[src/rtl/tpic_pkg.sv]
/*
 Constants and register map of the three-phase inverter control block.
 Assumes a 32-bit AXI4-Lite bus with byte addresses.
*/
// Contract
// [RULE1] start trigger: underflow, or underflow or write
// [RULE2] dead-time clock: undivided or divided by two
// [RULE3] carrier detect bit reads reload control level
// [RULE4] polarity bit: outputs active low or high
// [RULE5] disable bit removes the dead-time gap
// [RULE6] dead-time trigger: one-shot fall or output rise
// [RULE7] writes ignored unless write protect bit set
// [RULE8] active edges wait out the programmed dead time
package tpic_pkg;
   localparam int NUM_PHASES = 3;
   localparam int AXI_AW = 8;
   localparam int AXI_DW = 32;
   // register byte offsets
   localparam logic [7:0] CTRL_OFF = 8'h00;
   localparam logic [7:0] PROT_OFF = 8'h04;
   localparam logic [7:0] DTVAL_OFF = 8'h08;
   localparam logic [7:0] STAT_OFF = 8'h0c;
   // three_phase_control_reg_1 fields
   localparam int START_SEL_BIT = 0;
   localparam int CLK_SEL_BIT = 2;
   localparam int CWD_BIT = 3;
   localparam int POL_BIT = 4;
   localparam int DT_DIS_BIT = 5;
   localparam int DT_TRIG_BIT = 6;
   localparam logic [7:0] CTRL_WR_MASK = 8'h75;
   localparam logic [7:0] CTRL_RST = 8'h00;
   // protect register field
   localparam int PROT_BIT = 1;
   localparam logic PROT_RST = 1'b0;
   // status register fields
   localparam int STAT_POS_LSB = 0;
   localparam int STAT_NEG_LSB = 4;
   localparam int STAT_BUSY_LSB = 8;
   // bus responses
   localparam logic [1:0] RESP_OKAY = 2'h0;
   localparam logic [1:0] RESP_SLVERR = 2'h2;
endpackage

[src/rtl/tpic_dt_if.sv]
/*
 Carrier between the control top and one dead-time phase unit.
 Assumes both ends run on the same clock.
*/
`timescale 1ns/10ps
`default_nettype none
interface tpic_dt_if #(parameter int DT_W = 8);
   logic tick;
   logic trigger;
   logic drive;
   logic dt_disable;
   logic [DT_W-1:0] dt_value;
   logic pos_act;
   logic neg_act;
   logic busy;
   modport ctl (output tick, trigger, drive, dt_disable, dt_value,
                input pos_act, neg_act, busy);
   modport dt (input tick, trigger, drive, dt_disable, dt_value,
               output pos_act, neg_act, busy);
endinterface
`default_nettype wire

[src/rtl/tpic_deadtime.sv]
/*
 Dead-time unit of one phase: holds both complementary outputs off
 while its counter runs down. Assumes trigger is a one-cycle strobe and
 tick a count enable, both synchronous to sys_clk.
*/
`timescale 1ns/10ps
`default_nettype none
module tpic_deadtime
   import tpic_pkg::*;
#(
   parameter int DT_W = 8
)
(
   // clock and reset
   input wire logic sys_clk,
   input wire logic rst_b,
   // phase carrier
   tpic_dt_if.dt bus
);
   logic [DT_W-1:0] cnt_r;
   logic trig_eff;
   logic gap;

   assign trig_eff = bus.trigger && !bus.dt_disable && (bus.dt_value != '0);
   // a fresh trigger blanks at once so no overlap slips through
   assign gap = !bus.dt_disable && (trig_eff || (cnt_r != '0)); // see [RULE5]
   assign bus.busy = (cnt_r != '0);

   always_ff @(posedge sys_clk)
   begin
      if (!rst_b)
         cnt_r <= '0;
      else if (trig_eff)
         cnt_r <= bus.dt_value; // see [RULE8]
      else if (bus.tick && (cnt_r != '0))
         cnt_r <= cnt_r - 1'b1;
   end

   always_ff @(posedge sys_clk)
   begin
      if (!rst_b)
      begin
         bus.pos_act <= 1'b0;
         bus.neg_act <= 1'b0;
      end
      else
      begin
         bus.pos_act <= bus.drive && !gap; // see [RULE8]
         bus.neg_act <= !bus.drive && !gap;
      end
   end

   property p_trig_gap;
      @(posedge sys_clk) disable iff (!rst_b)
      trig_eff |=> !bus.pos_act && !bus.neg_act;
   endproperty
   a_trig_gap: assert property (p_trig_gap) else $error("no gap after trigger"); // see [RULE8]

   property p_nogap;
      @(posedge sys_clk) disable iff (!rst_b)
      bus.dt_disable |=> (bus.pos_act == $past(bus.drive)) && (bus.neg_act != $past(bus.drive));
   endproperty
   a_nogap: assert property (p_nogap) else $error("gap while disabled"); // see [RULE5]

   property p_gap_end;
      @(posedge sys_clk) disable iff (!rst_b)
      (cnt_r == 1) && bus.tick && !bus.trigger |=> !bus.busy;
   endproperty
   a_gap_end: assert property (p_gap_end) else $error("dead time overran"); // see [RULE8]
endmodule
`default_nettype wire

[src/rtl/tpic_top.sv]
/*
 Three-phase inverter control top: AXI4-Lite register slave, start
 trigger, dead-time clock, trigger edge detect, polarity and outputs.
 Assumes all inputs are synchronous to sys_clk and the master keeps
 at most one write and one read outstanding.
*/
// Chosen here: the register addresses and the AXI4-Lite register port.
`timescale 1ns/10ps
`default_nettype none
module tpic_top
   import tpic_pkg::*;
#(
   parameter int DT_W = 8
)
(
   // clock and reset
   input wire logic sys_clk,
   input wire logic rst_b,
   // axi4-lite write address
   input wire logic s_axi_awvalid,
   output logic s_axi_awready,
   input wire logic [AXI_AW-1:0] s_axi_awaddr,
   input wire logic [2:0] s_axi_awprot,
   // axi4-lite write data
   input wire logic s_axi_wvalid,
   output logic s_axi_wready,
   input wire logic [AXI_DW-1:0] s_axi_wdata,
   input wire logic [3:0] s_axi_wstrb,
   // axi4-lite write response
   output logic s_axi_bvalid,
   input wire logic s_axi_bready,
   output logic [1:0] s_axi_bresp,
   // axi4-lite read address
   input wire logic s_axi_arvalid,
   output logic s_axi_arready,
   input wire logic [AXI_AW-1:0] s_axi_araddr,
   input wire logic [2:0] s_axi_arprot,
   // axi4-lite read data
   output logic s_axi_rvalid,
   input wire logic s_axi_rready,
   output logic [AXI_DW-1:0] s_axi_rdata,
   output logic [1:0] s_axi_rresp,
   // phase timer side
   input wire logic trig_underflow,
   input wire logic trig_timer_write,
   input wire logic reload_ctrl,
   input wire logic [NUM_PHASES-1:0] oneshot_pulse,
   input wire logic [NUM_PHASES-1:0] phase_drive,
   output logic phase_start,
   // gate driver outputs
   output logic [NUM_PHASES-1:0] phase_out_pos,
   output logic [NUM_PHASES-1:0] phase_out_neg
);
   logic aw_hold_r;
   logic [AXI_AW-1:0] awaddr_r;
   logic w_hold_r;
   logic [AXI_DW-1:0] wdata_r;
   logic [3:0] wstrb_r;
   logic bvalid_r;
   logic [1:0] bresp_r;
   logic rvalid_r;
   logic [AXI_DW-1:0] rdata_r;
   logic [1:0] rresp_r;
   logic wr_do;
   logic wr_mapped;
   logic rd_do;
   logic rd_mapped;
   logic [AXI_DW-1:0] rd_nxt;
   logic [7:0] ctrl_r;
   logic [7:0] ctrl_rd;
   logic prot_r;
   logic [DT_W-1:0] dtval_r;
   logic cwd_r;
   logic div2_r;
   logic tick;
   logic start_r;
   logic [NUM_PHASES-1:0] drive_prev_r;
   logic [NUM_PHASES-1:0] oneshot_prev_r;
   logic [NUM_PHASES-1:0] dt_trig;
   logic [NUM_PHASES-1:0] pos_act;
   logic [NUM_PHASES-1:0] neg_act;
   logic [NUM_PHASES-1:0] dt_busy;
   logic [NUM_PHASES-1:0] out_pos_r;
   logic [NUM_PHASES-1:0] out_neg_r;

   // write channel: address and data taken in either order
   assign s_axi_awready = !aw_hold_r;
   assign s_axi_wready = !w_hold_r;
   assign s_axi_bvalid = bvalid_r;
   assign s_axi_bresp = bresp_r;
   assign wr_do = aw_hold_r && w_hold_r && !bvalid_r;
   assign wr_mapped = (awaddr_r[AXI_AW-1:4] == '0) && (awaddr_r[1:0] == 2'h0);

   always_ff @(posedge sys_clk)
   begin
      if (!rst_b)
      begin
         aw_hold_r <= 1'b0;
         awaddr_r <= '0;
      end
      else if (s_axi_awvalid && !aw_hold_r)
      begin
         aw_hold_r <= 1'b1;
         awaddr_r <= s_axi_awaddr;
      end
      else if (wr_do)
         aw_hold_r <= 1'b0;
   end

   always_ff @(posedge sys_clk)
   begin
      if (!rst_b)
      begin
         w_hold_r <= 1'b0;
         wdata_r <= '0;
         wstrb_r <= 4'h0;
      end
      else if (s_axi_wvalid && !w_hold_r)
      begin
         w_hold_r <= 1'b1;
         wdata_r <= s_axi_wdata;
         wstrb_r <= s_axi_wstrb;
      end
      else if (wr_do)
         w_hold_r <= 1'b0;
   end

   always_ff @(posedge sys_clk)
   begin
      if (!rst_b)
      begin
         bvalid_r <= 1'b0;
         bresp_r <= RESP_OKAY;
      end
      else if (wr_do)
      begin
         bvalid_r <= 1'b1;
         bresp_r <= wr_mapped ? RESP_OKAY : RESP_SLVERR;
      end
      else if (s_axi_bready)
         bvalid_r <= 1'b0;
   end

   // protect bit itself is always writable; all writable fields live in byte 0
   always_ff @(posedge sys_clk)
   begin
      if (!rst_b)
         prot_r <= PROT_RST;
      else if (wr_do && wr_mapped && wstrb_r[0] && (awaddr_r == PROT_OFF))
         prot_r <= wdata_r[PROT_BIT];
   end

   always_ff @(posedge sys_clk)
   begin
      if (!rst_b)
         ctrl_r <= CTRL_RST;
      else if (wr_do && wstrb_r[0] && prot_r && (awaddr_r == CTRL_OFF)) // see [RULE7]
         ctrl_r <= wdata_r[7:0] & CTRL_WR_MASK;
   end

   // dead-time value shares the same protection as the control bits
   always_ff @(posedge sys_clk)
   begin
      if (!rst_b)
         dtval_r <= '0;
      else if (wr_do && wstrb_r[0] && prot_r && (awaddr_r == DTVAL_OFF)) // see [RULE7]
         dtval_r <= wdata_r[DT_W-1:0];
   end

   // read channel
   assign s_axi_arready = !rvalid_r;
   assign s_axi_rvalid = rvalid_r;
   assign s_axi_rdata = rdata_r;
   assign s_axi_rresp = rresp_r;
   assign rd_do = s_axi_arvalid && !rvalid_r;
   assign rd_mapped = (s_axi_araddr[AXI_AW-1:4] == '0) && (s_axi_araddr[1:0] == 2'h0);

   always_comb
   begin
      ctrl_rd = ctrl_r;
      ctrl_rd[CWD_BIT] = cwd_r; // see [RULE3]
      rd_nxt = '0;
      unique case (s_axi_araddr)
         CTRL_OFF: rd_nxt[7:0] = ctrl_rd;
         PROT_OFF: rd_nxt[PROT_BIT] = prot_r;
         DTVAL_OFF: rd_nxt[DT_W-1:0] = dtval_r;
         STAT_OFF:
         begin
            rd_nxt[STAT_POS_LSB +: NUM_PHASES] = out_pos_r;
            rd_nxt[STAT_NEG_LSB +: NUM_PHASES] = out_neg_r;
            rd_nxt[STAT_BUSY_LSB +: NUM_PHASES] = dt_busy;
         end
         default: rd_nxt = '0;
      endcase
   end

   always_ff @(posedge sys_clk)
   begin
      if (!rst_b)
      begin
         rvalid_r <= 1'b0;
         rdata_r <= '0;
         rresp_r <= RESP_OKAY;
      end
      else if (rd_do)
      begin
         rvalid_r <= 1'b1;
         rdata_r <= rd_nxt;
         rresp_r <= rd_mapped ? RESP_OKAY : RESP_SLVERR;
      end
      else if (s_axi_rready)
         rvalid_r <= 1'b0;
   end

   // carrier detect mirrors the reload control level
   always_ff @(posedge sys_clk)
   begin
      if (!rst_b)
         cwd_r <= 1'b0;
      else
         cwd_r <= reload_ctrl; // see [RULE3]
   end

   // phase timer start strobe
   always_ff @(posedge sys_clk)
   begin
      if (!rst_b)
         start_r <= 1'b0;
      else
         start_r <= trig_underflow || (ctrl_r[START_SEL_BIT] && trig_timer_write); // see [RULE1]
   end
   assign phase_start = start_r;

   // dead-time count rate: every cycle, or every second cycle
   always_ff @(posedge sys_clk)
   begin
      if (!rst_b)
         div2_r <= 1'b0;
      else
         div2_r <= !div2_r;
   end
   assign tick = ctrl_r[CLK_SEL_BIT] ? div2_r : 1'b1; // see [RULE2]

   always_ff @(posedge sys_clk)
   begin
      if (!rst_b)
      begin
         drive_prev_r <= '0;
         oneshot_prev_r <= '0;
      end
      else
      begin
         drive_prev_r <= phase_drive;
         oneshot_prev_r <= oneshot_pulse;
      end
   end

   // a change of drive is a rising edge of the true or the inverted shift output
   assign dt_trig = ctrl_r[DT_TRIG_BIT] ? (phase_drive ^ drive_prev_r)
                                        : (oneshot_prev_r & ~oneshot_pulse); // see [RULE6]

   for (genvar i = 0; i < NUM_PHASES; i++)
   begin : g_phase
      tpic_dt_if #(.DT_W(DT_W)) dt_bus ();
      assign dt_bus.tick = tick;
      assign dt_bus.trigger = dt_trig[i];
      assign dt_bus.drive = phase_drive[i];
      assign dt_bus.dt_disable = ctrl_r[DT_DIS_BIT]; // see [RULE5]
      assign dt_bus.dt_value = dtval_r;
      assign pos_act[i] = dt_bus.pos_act;
      assign neg_act[i] = dt_bus.neg_act;
      assign dt_busy[i] = dt_bus.busy;
      tpic_deadtime #(.DT_W(DT_W)) u_dt (
         .sys_clk(sys_clk),
         .rst_b(rst_b),
         .bus(dt_bus.dt)
      );
   end

   // reset leaves the drivers at the inactive level of active-low polarity
   always_ff @(posedge sys_clk)
   begin
      if (!rst_b)
      begin
         out_pos_r <= '1;
         out_neg_r <= '1;
      end
      else if (ctrl_r[POL_BIT])
      begin
         out_pos_r <= pos_act; // see [RULE4]
         out_neg_r <= neg_act;
      end
      else
      begin
         out_pos_r <= ~pos_act; // see [RULE4]
         out_neg_r <= ~neg_act;
      end
   end
   assign phase_out_pos = out_pos_r;
   assign phase_out_neg = out_neg_r;

   property p_start_under;
      @(posedge sys_clk) disable iff (!rst_b)
      trig_underflow |=> phase_start;
   endproperty
   a_start_under: assert property (p_start_under) else $error("underflow did not start"); // see [RULE1]

   property p_start_sel0;
      @(posedge sys_clk) disable iff (!rst_b)
      !ctrl_r[START_SEL_BIT] && !trig_underflow |=> !phase_start;
   endproperty
   a_start_sel0: assert property (p_start_sel0) else $error("write started timers"); // see [RULE1]

   property p_start_sel1;
      @(posedge sys_clk) disable iff (!rst_b)
      ctrl_r[START_SEL_BIT] && trig_timer_write |=> phase_start;
   endproperty
   a_start_sel1: assert property (p_start_sel1) else $error("write start missed"); // see [RULE1]

   property p_protect;
      @(posedge sys_clk) disable iff (!rst_b)
      wr_do && !prot_r |=> $stable(ctrl_r) && $stable(dtval_r);
   endproperty
   a_protect: assert property (p_protect) else $error("protected write landed"); // see [RULE7]

   property p_cwd;
      @(posedge sys_clk) disable iff (!rst_b)
      rd_do && (s_axi_araddr == CTRL_OFF) |=> s_axi_rdata[CWD_BIT] == $past(reload_ctrl, 2);
   endproperty
   a_cwd: assert property (p_cwd) else $error("carrier bit wrong"); // see [RULE3]

   property p_tick_div2;
      @(posedge sys_clk) disable iff (!rst_b)
      ctrl_r[CLK_SEL_BIT] && $stable(ctrl_r) |-> tick != $past(tick);
   endproperty
   a_tick_div2: assert property (p_tick_div2) else $error("half rate tick wrong"); // see [RULE2]

   property p_tick_full;
      @(posedge sys_clk) disable iff (!rst_b)
      !ctrl_r[CLK_SEL_BIT] |-> tick;
   endproperty
   a_tick_full: assert property (p_tick_full) else $error("full rate tick missing"); // see [RULE2]

   property p_pol;
      @(posedge sys_clk) disable iff (!rst_b)
      rst_b && $past(rst_b) |-> phase_out_pos[0] == ($past(pos_act[0]) ~^ $past(ctrl_r[POL_BIT]));
   endproperty
   a_pol: assert property (p_pol) else $error("polarity wrong"); // see [RULE4]

   // a drive change must really start the count and blank leg U
   property p_trig_sel1;
      @(posedge sys_clk) disable iff (!rst_b)
      ctrl_r[DT_TRIG_BIT] && !ctrl_r[DT_DIS_BIT] && (dtval_r != '0)
         && (phase_drive[0] != drive_prev_r[0]) |=> dt_busy[0] && !pos_act[0] && !neg_act[0];
   endproperty
   a_trig_sel1: assert property (p_trig_sel1) else $error("edge trigger missed"); // see [RULE6]
endmodule
`default_nettype wire

[config.mk]
export PLATFORM = sky130hd
export DESIGN_NAME = tpic_top
export DESIGN_NICKNAME = d
export VERILOG_FILES = /design/src/rtl/tpic_pkg.sv /design/src/rtl/tpic_dt_if.sv /design/src/rtl/tpic_deadtime.sv /design/src/rtl/tpic_top.sv
export SDC_FILE = /design/constraint.sdc
export NUM_CORES = 1
export LEC_CHECK = 0
export BUFFER_PORTS_ARGS = -buffer_cell sky130_fd_sc_hd__buf_2
export CORE_UTILIZATION = 57
export CTS_CLUSTER_DIAMETER = 120
export CTS_CLUSTER_SIZE = 8
export DETAILED_ROUTE_END_ITERATION = 12
export HOLD_SLACK_MARGIN = 0.08
export PLACE_DENSITY = 0.86
export SLEW_MARGIN = 20
export SYNTH_ARGS = -nofsm -noshare
export SYNTH_HDL_FRONTEND = slang
export SYNTH_SLANG_ARGS = --single-unit
[constraint.sdc]
create_clock -name sys_clk -period 3 [get_ports sys_clk]
set_input_delay 0.6 -clock sys_clk [delete_from_list [all_inputs] [get_ports sys_clk]]
set_output_delay 0.6 -clock sys_clk [all_outputs]
set_load 0.005 [all_outputs]
==> metrics.md, run 1 <==
| Metric | Value |
|---|---|
| Outcome | `complete, no violations` |
| Vias | `3845` |
| Slowest cell on crit path | `a21o_1` |
| Post-synth EDFFs | `0` |
| Final period utilization | `70.3%` |
| Initial core utilization | `58.7%` |
| Largest net degree at the start of global routing | `36` |
| CTS Buffer Depth | `2` |
| Crit-path max cell delay | `730 ps` |
| Area of the die | `8280 µm²` |
| Core Area | `7690 µm²` |
| # clock sinks | `93` |
| Vias in the first global route | `3574` |
| Drt wl/cell | `15.9 µm` |
| Avg Cell Area, Syn | `8.97 µm²` |
| I/O pins | `122` |
| Bufs and invs on worst path | `0` |
| Worst path cell trace | `nor4_1, a21o_1, nor3_1, a311oi_1` |
| Chip width | `91.0 µm` |
| Starting DRT DRC Count | `293` |
| CP top delay family | `compound AO/OA/AOI/OAI gates` |
| Post-CTS Setup Bufs | `0` |
| GRT Total Usage | `26.7%` |
| Nets | `637` |
| Placer congestion estimate | `0.840` |
| Post-synth ARST share | `0%` |
| Share of cells above drive strength 1 | `19.8%` |
| CTS resizes | `0` |
| Worst path required time | `3270 ps` |
| P_leak | `2.04 nW` |
| Metal2 WL | `5160 µm` |
| Synth Instances | `503` |
| Min Tclk post-route | `2110 ps` |
| CP Class | `reg -> reg` |
| Met1 wire length | `4730 µm` |
| Total gr overflow | `0` |
| Worst Path Max Fanout | `26` |
| Min-Delay Path Class | `reg -> reg` |
| Skew-Pair Late Insertion Delay | `360 ps` |
| Die Ht | `91.0 µm` |
| MaxCap Viol Count | `0` |
| VDD IR-drop max | `437 µV` |
| Cts bufs inserted | `9` |
| First-pass GRT wire length | `17500 µm` |
| Hold-fix buffers at CTS | `0` |
| Ant. Diodes | `0` |
| Crit start category | `register` |
| Primary FF master, synth | `dfxtp_1` |
| Final Hold Vio Count | `0` |
| Register-to-register setup slack | `890 ps` |
| Final setup fails | `0` |
| Final wirelength | `10600 µm` |
| Final hold slack | `443 ps` |
| Slew @ Worst Pin | `940 ps` |
| FP Rows | `32` |
| Area of the mapped netlist | `4510 µm²` |
| Sequential area share after synthesis | `41.3%` |
| CTS H-tree depth | `3` |
| Root Buffer | `clkbuf_8` |
| Arr. time, crit path | `2380 ps` |
| HPWL Detailed | `7410 µm` |
| Clock skew | `15.6 ps` |
| RSZ-0062 raised after global routing | `false` |
| Setup TNS | `0 ps` |
| Synth-to-layout area growth | `11.3%` |
| Clock transition at path regs | `100 ps` |
| Seq cells post-synth | `93` |
| PwrDens | `790 nW/µm²` |
| Vias per cell | `5.79` |
| Port bufs | `65` |
| Met3 wire length | `586 µm` |
| Synth warn | `0` |
| Initial antenna violation count | `0` |
| CP endpoint kind | `register` |
| DRT antenna net count | `0` |
| Final Max Tran Viols | `0` |
| Max_slew headroom | `37.2%` |
| DRC viols | `0` |
| Unique cell type count in the Yosys netlist | `59` |
| DRT Pass-1 Iters | `5` |
| Top sig layer | `met4` |
| CTS tree | `built` |
| Fmax | `474 MHz` |
-- worst paths after layout --
kind,to,cells after the start,from
max reg2reg,g_phase[0].u_dt.cnt_r[5],4,dtval_r[0]
min reg2reg,div2_r,1,div2_r
min,div2_r,1,div2_r
max,g_phase[0].u_dt.cnt_r[5],4,dtval_r[0]
-- final cells by class --
| cell class | instances | area (µm²) |
|---|---|---|
| multi-input combinational | 366 | 2390 |
| clock buffer | 12 | 155 |
| timing repair buffer | 72 | 378 |
| inverter | 15 | 56.3 |
| sequential | 93 | 1860 |
| fill | 628 | 2670 |
| clock inverter | 4 | 56.3 |
| tap | 102 | 128 |
-- metrics by stage --
step / cell area (µm²) / std cells / util (%) / total power, W / setup WS (ps)
final: 5020 / 664 / 65.3 / 0.00397 / 890
after global routing: 5020 / 664 / 65.3 / 0.00421 / 661
after CTS: 5020 / 664 / 65.3 / 0.00397 / 938
after detailed placement: 4810 / 648 / 62.6 / 0.00308 / 946
after global placement: 4810 / 648 / 62.6 / 0.00301 / 993
after floorplan: 4600 / 525 / - / 0.00280 / 1250
-- state kept, by name (all words and copies together) (netlist names), 3 cells and up --
name and cells:
awaddr_r 8, ctrl_r 5, drive_prev_r 3, dtval_r 8
g_phase.u_dt.bus.neg_act 3, g_phase.u_dt.bus.pos_act 3, g_phase.u_dt.cnt_r 24, oneshot_prev_r 3
phase_out_neg 3, phase_out_pos 3, s_axi_rdata 11, wdata_r 8
-- metal layers --
layer,track usage (%),up-vias
met3,6.70,10
met2,42.6,144
met1,35.6,1825
met5,0,-
met4,8.07,0
li1,-,1866
-- worst reg2reg max path, cell delays in order (launching register included) --
cell and delay [ps]:
dfxtp_1 410, nor4_1 380, a21o_1 730, nor3_1 190
a311oi_1 310
-- logic make-up after synthesis --
logic type	Yosys count	synth area share, %
AO/OA/AOI/OAI	94	14.7
buffers and inverters	66	7.68
AND/OR/NAND/NOR	196	24.5
XOR/XNOR	14	2.72
other	1	0.0831
adder cells (fa/ha/maj)	6	1.66
flip-flops	93	41.3
multiplexers	33	7.49
-- cell usage after synthesis, types with 12 or more instances --
cell type,count,area (µm²)
dfxtp_1,93,1860
nor2_1,45,169
nor3_1,16,80.1
buf_4,24,180
mux2i_1,27,270
xor2_1,13,114
and2_1,12,75.1
inv_1,15,56.3
nand2_1,50,188
a21oi_1,30,150
clkbuf_1,19,71.3
-- placed cells by master, fill, tap and decap left out, types with 4 or more instances in the layout --
cell,n
a21oi_1,30
a22oi_1,9
a2bb2oi_1,6
a311oi_1,9
and2_1,12
buf_2,65
buf_4,7
clkbuf_8,11
conb_1,23
dfxtp_1,93
ha_1,6
inv_1,15
mux2_2,6
mux2i_1,27
nand2_1,50
nand2b_1,8
nand3_1,5
nand3b_1,4
nand4_1,5
nor2_1,45
nor2b_1,4
nor3_1,16
nor4_1,7
o211ai_1,6
o21ai_0,7
o31ai_1,9
or3_1,9
or4_1,6
xor2_1,13
-- report_power, final --
part | total (W) | switching [W] | internal (W)
sequential | 0.00164 | 0.000203 | 0.00143
combinational | 0.00145 | 0.000755 | 0.000699
clock | 0.000877 | 0.000442 | 0.000436
total | 0.00397 | 0.00140 | 0.00257
No activity file was read; power rests on OpenSTA's default activity.
==> run 2, diff against run 1 <==
--- a/config.mk
+++ b/config.mk
@@ -6,12 +6,12 @@
 export NUM_CORES = 1
 export LEC_CHECK = 0
 export BUFFER_PORTS_ARGS = -buffer_cell sky130_fd_sc_hd__buf_2
-export CORE_UTILIZATION = 57
+export CORE_UTILIZATION = 48
 export CTS_CLUSTER_DIAMETER = 120
 export CTS_CLUSTER_SIZE = 8
 export DETAILED_ROUTE_END_ITERATION = 12
 export HOLD_SLACK_MARGIN = 0.08
-export PLACE_DENSITY = 0.86
+export PLACE_DENSITY = 0.77
 export SLEW_MARGIN = 20
 export SYNTH_ARGS = -nofsm -noshare
 export SYNTH_HDL_FRONTEND = slang
==> constraint.sdc (replaced) <==
create_clock -name sys_clk -period 1.75 [get_ports sys_clk]
set_input_delay 0.35 -clock sys_clk [delete_from_list [all_inputs] [get_ports sys_clk]]
set_output_delay 0.35 -clock sys_clk [all_outputs]
set_load 0.005 [all_outputs]
==> run 2 against run 1 <==
Effect of this change: die area increased by 18%; fmax increased by 23%; combinational power increased by 94%; non-clock buffer count increased by 38; sequential power increased by 70%; register-to-register slack got worse by 850 ps; largest power group is now combinational logic.
==> metrics.md, run 2 (same netlist as run 1, synthesis figures left out) <==
| Metric | Value |
|---|---|
| Critical path origin | `g_phase[0].u_dt.cnt_r[1]` |
| Seq pwr share | `39.7%` |
| Initial antenna violation count | `0` |
| GRT Total Usage | `22.0%` |
| Filler cell count | `766` |
| Sw frac | `35.0%` |
| DRT antenna net count | `0` |
| Final Max Tran Viols | `0` |
| Final hold slack | `194 ps` |
| Final period utilization | `97.8%` |
| MaxCap Viol Count | `0` |
| Non-filler cells, final | `711` |
| Register-to-register setup slack | `40 ps` |
| Root Buffer | `clkbuf_8` |
| Final setup fails | `0` |
| Post-layout util | `58.6%` |
| Core Area | `9150 µm²` |
| First-pass GRT wire length | `17300 µm` |
| I/O pins | `122` |
| # clock sinks | `93` |
| Hold_sp | `phase_drive[0]` |
| Hold path cells | `2` |
| Reg-to-Reg Start | `g_phase[0].u_dt.cnt_r[1]` |
| Slew @ Worst Pin | `558 ps` |
| Largest Register | `g_phase.u_dt.cnt_r` |
| RSZ-0062 raised after global routing | `true` |
| Switching power | `0.00246 W` |
| HPWL Detailed | `7680 µm` |
| Starting DRT DRC Count | `172` |
| Arr. time, crit path | `1990 ps` |
| Nets | `675` |
| Vias in the first global route | `3664` |
| Most frequent cells in the layout | `88 x dfxtp_1, 65 x buf_2, 50 x nand2_1, 45 x nor2_1, 43 x buf_4` |
| P_leak | `2.23 nW` |
| CP endpoint kind | `register` |
| DRC viols | `0` |
| Area of the die | `9790 µm²` |
| Placer congestion estimate | `0.891` |
| Final Hold Vio Count | `0` |
| Chip width | `99.0 µm` |
| Port bufs | `65` |
| Clock skew | `9.40 ps` |
| Largest net degree at the start of global routing | `38` |
| Leading cell type in the layout, fill and taps excluded | `dfxtp_1` |
| PwrDens | `1310 nW/µm²` |
| Vias per cell | `5.57` |
| Outcome | `complete, no violations` |
| Worst R2R Path Depth | `6` |
| CTS tree | `built` |
| FF-to-FF End | `g_phase[0].u_dt.cnt_r[2]` |
| Vias | `3963` |
| Worst Slack Setup Final | `37.8 ps` |
| Max reg flops | `24` |
| Total gr overflow | `0` |
| Final wirelength | `10800 µm` |
| Synth-to-layout area growth | `18.8%` |
| Clock share of power | `20.4%` |
| DRT Pass-1 Iters | `4` |
| Dpl ws | `-13.4 ps` |
| Die Ht | `99.0 µm` |
| Fmax | `584 MHz` |
| Worst path required time | `2030 ps` |
| Min Tclk post-route | `1710 ps` |
| Max_slew headroom | `62.7%` |
| CP Class | `reg -> reg` |
| FP Rows | `35` |
| Clock transition at path regs | `90 ps` |
| VDD IR-drop max | `616 µV` |
| Cts bufs inserted | `9` |
| Worst Path Max Fanout | `8` |
| Crit start category | `register` |
| Ant. Diodes | `0` |
| Skew-Pair Late Insertion Delay | `370 ps` |
| Drt wl/cell | `15.2 µm` |
| Share of cells above drive strength 1 | `26.8%` |
| Logic pwr share | `39.9%` |
| Initial core utilization | `49.3%` |
| Min-Delay Path Class | `in -> reg` |
| Dpl cells | `693` |
| CTS Buffer Depth | `2` |
| CTS H-tree depth | `3` |
| Internal power | `0.00457 W` |
| Worst Hold End | `g_phase[0].u_dt.bus.neg_act` |
[run 2: cell count changes in the layout (fill, tap and decap cells not counted), sizes merged]
cell	previous run	this run
buf	72	110
clkbuf	12	9
clkinvlp	0	2
inv	15	17
clkinv	3	2
[run 2: repair_timing]
action	CTS	global route
endpoints found under the setup margin	9	18
buffers inserted	1	1
hold buffers	0	0
pin swaps	3	9
gates resized for setup	5	9
[run 2: worst max-delay path by stage]
stage	cells after the start	endpoint
4_1_cts	6	g_phase[2].u_dt.cnt_r[3]
6_report	6	g_phase[0].u_dt.cnt_r[2]
2_1_floorplan	6	g_phase[2].u_dt.cnt_r[3]
3_5_place_dp	6	g_phase[2].u_dt.cnt_r[4]
5_1_grt	6	g_phase[2].u_dt.cnt_r[4]
3_3_place_gp	6	g_phase[0].u_dt.cnt_r[4]
[run 2: critical path, cell delays in order (launching register included)]
cell	delay (ps)
dfxtp_2	350
inv_1	70
ha_2	180
or3b_4	260
nor2_4	60
or4_1	500
a311oi_2	220
[run 2: final cells by class]
class	count	area [µm²]	share of cell area, %
clock buffers	9	124	2.31
flip-flops and latches	93	1870	34.9
clock inverters	7	72.6	1.35
inverters	15	56.3	1.05
multi-input cells	366	2410	45.0
well taps	111	139	2.59
repair buffers	110	688	12.8
[run 2: power groups by stage]
stage	clock [W]	combinational, W	sequential, W
detailed placement	0	0.00264	0.00281
CTS	0.00147	0.00272	0.00278
global route	0.00155	0.00307	0.00284
global placement	0	0.00255	0.00280
floorplan	0	0.00205	0.00276
finish	0.00144	0.00281	0.00279
[run 2: metal layers]
layer  track usage, %  part of all wire (%)
met5                0                     0
met1             29.6                    45
met2             35.9                    48
met4             7.00                   1.6
met3             3.69                   5.4
[run 2: per-stage QoR]
step | setup TNS [ps] | total power (W) | instance area, µm²
after global placement | 0 | 0.00535 | 5120
after floorplan | 0 | 0.00481 | 4600
after global routing | -43.9 | 0.00746 | 5360
after detailed placement | -35.8 | 0.00545 | 5120
after CTS | 0 | 0.00696 | 5330
final | 0 | 0.00703 | 5360
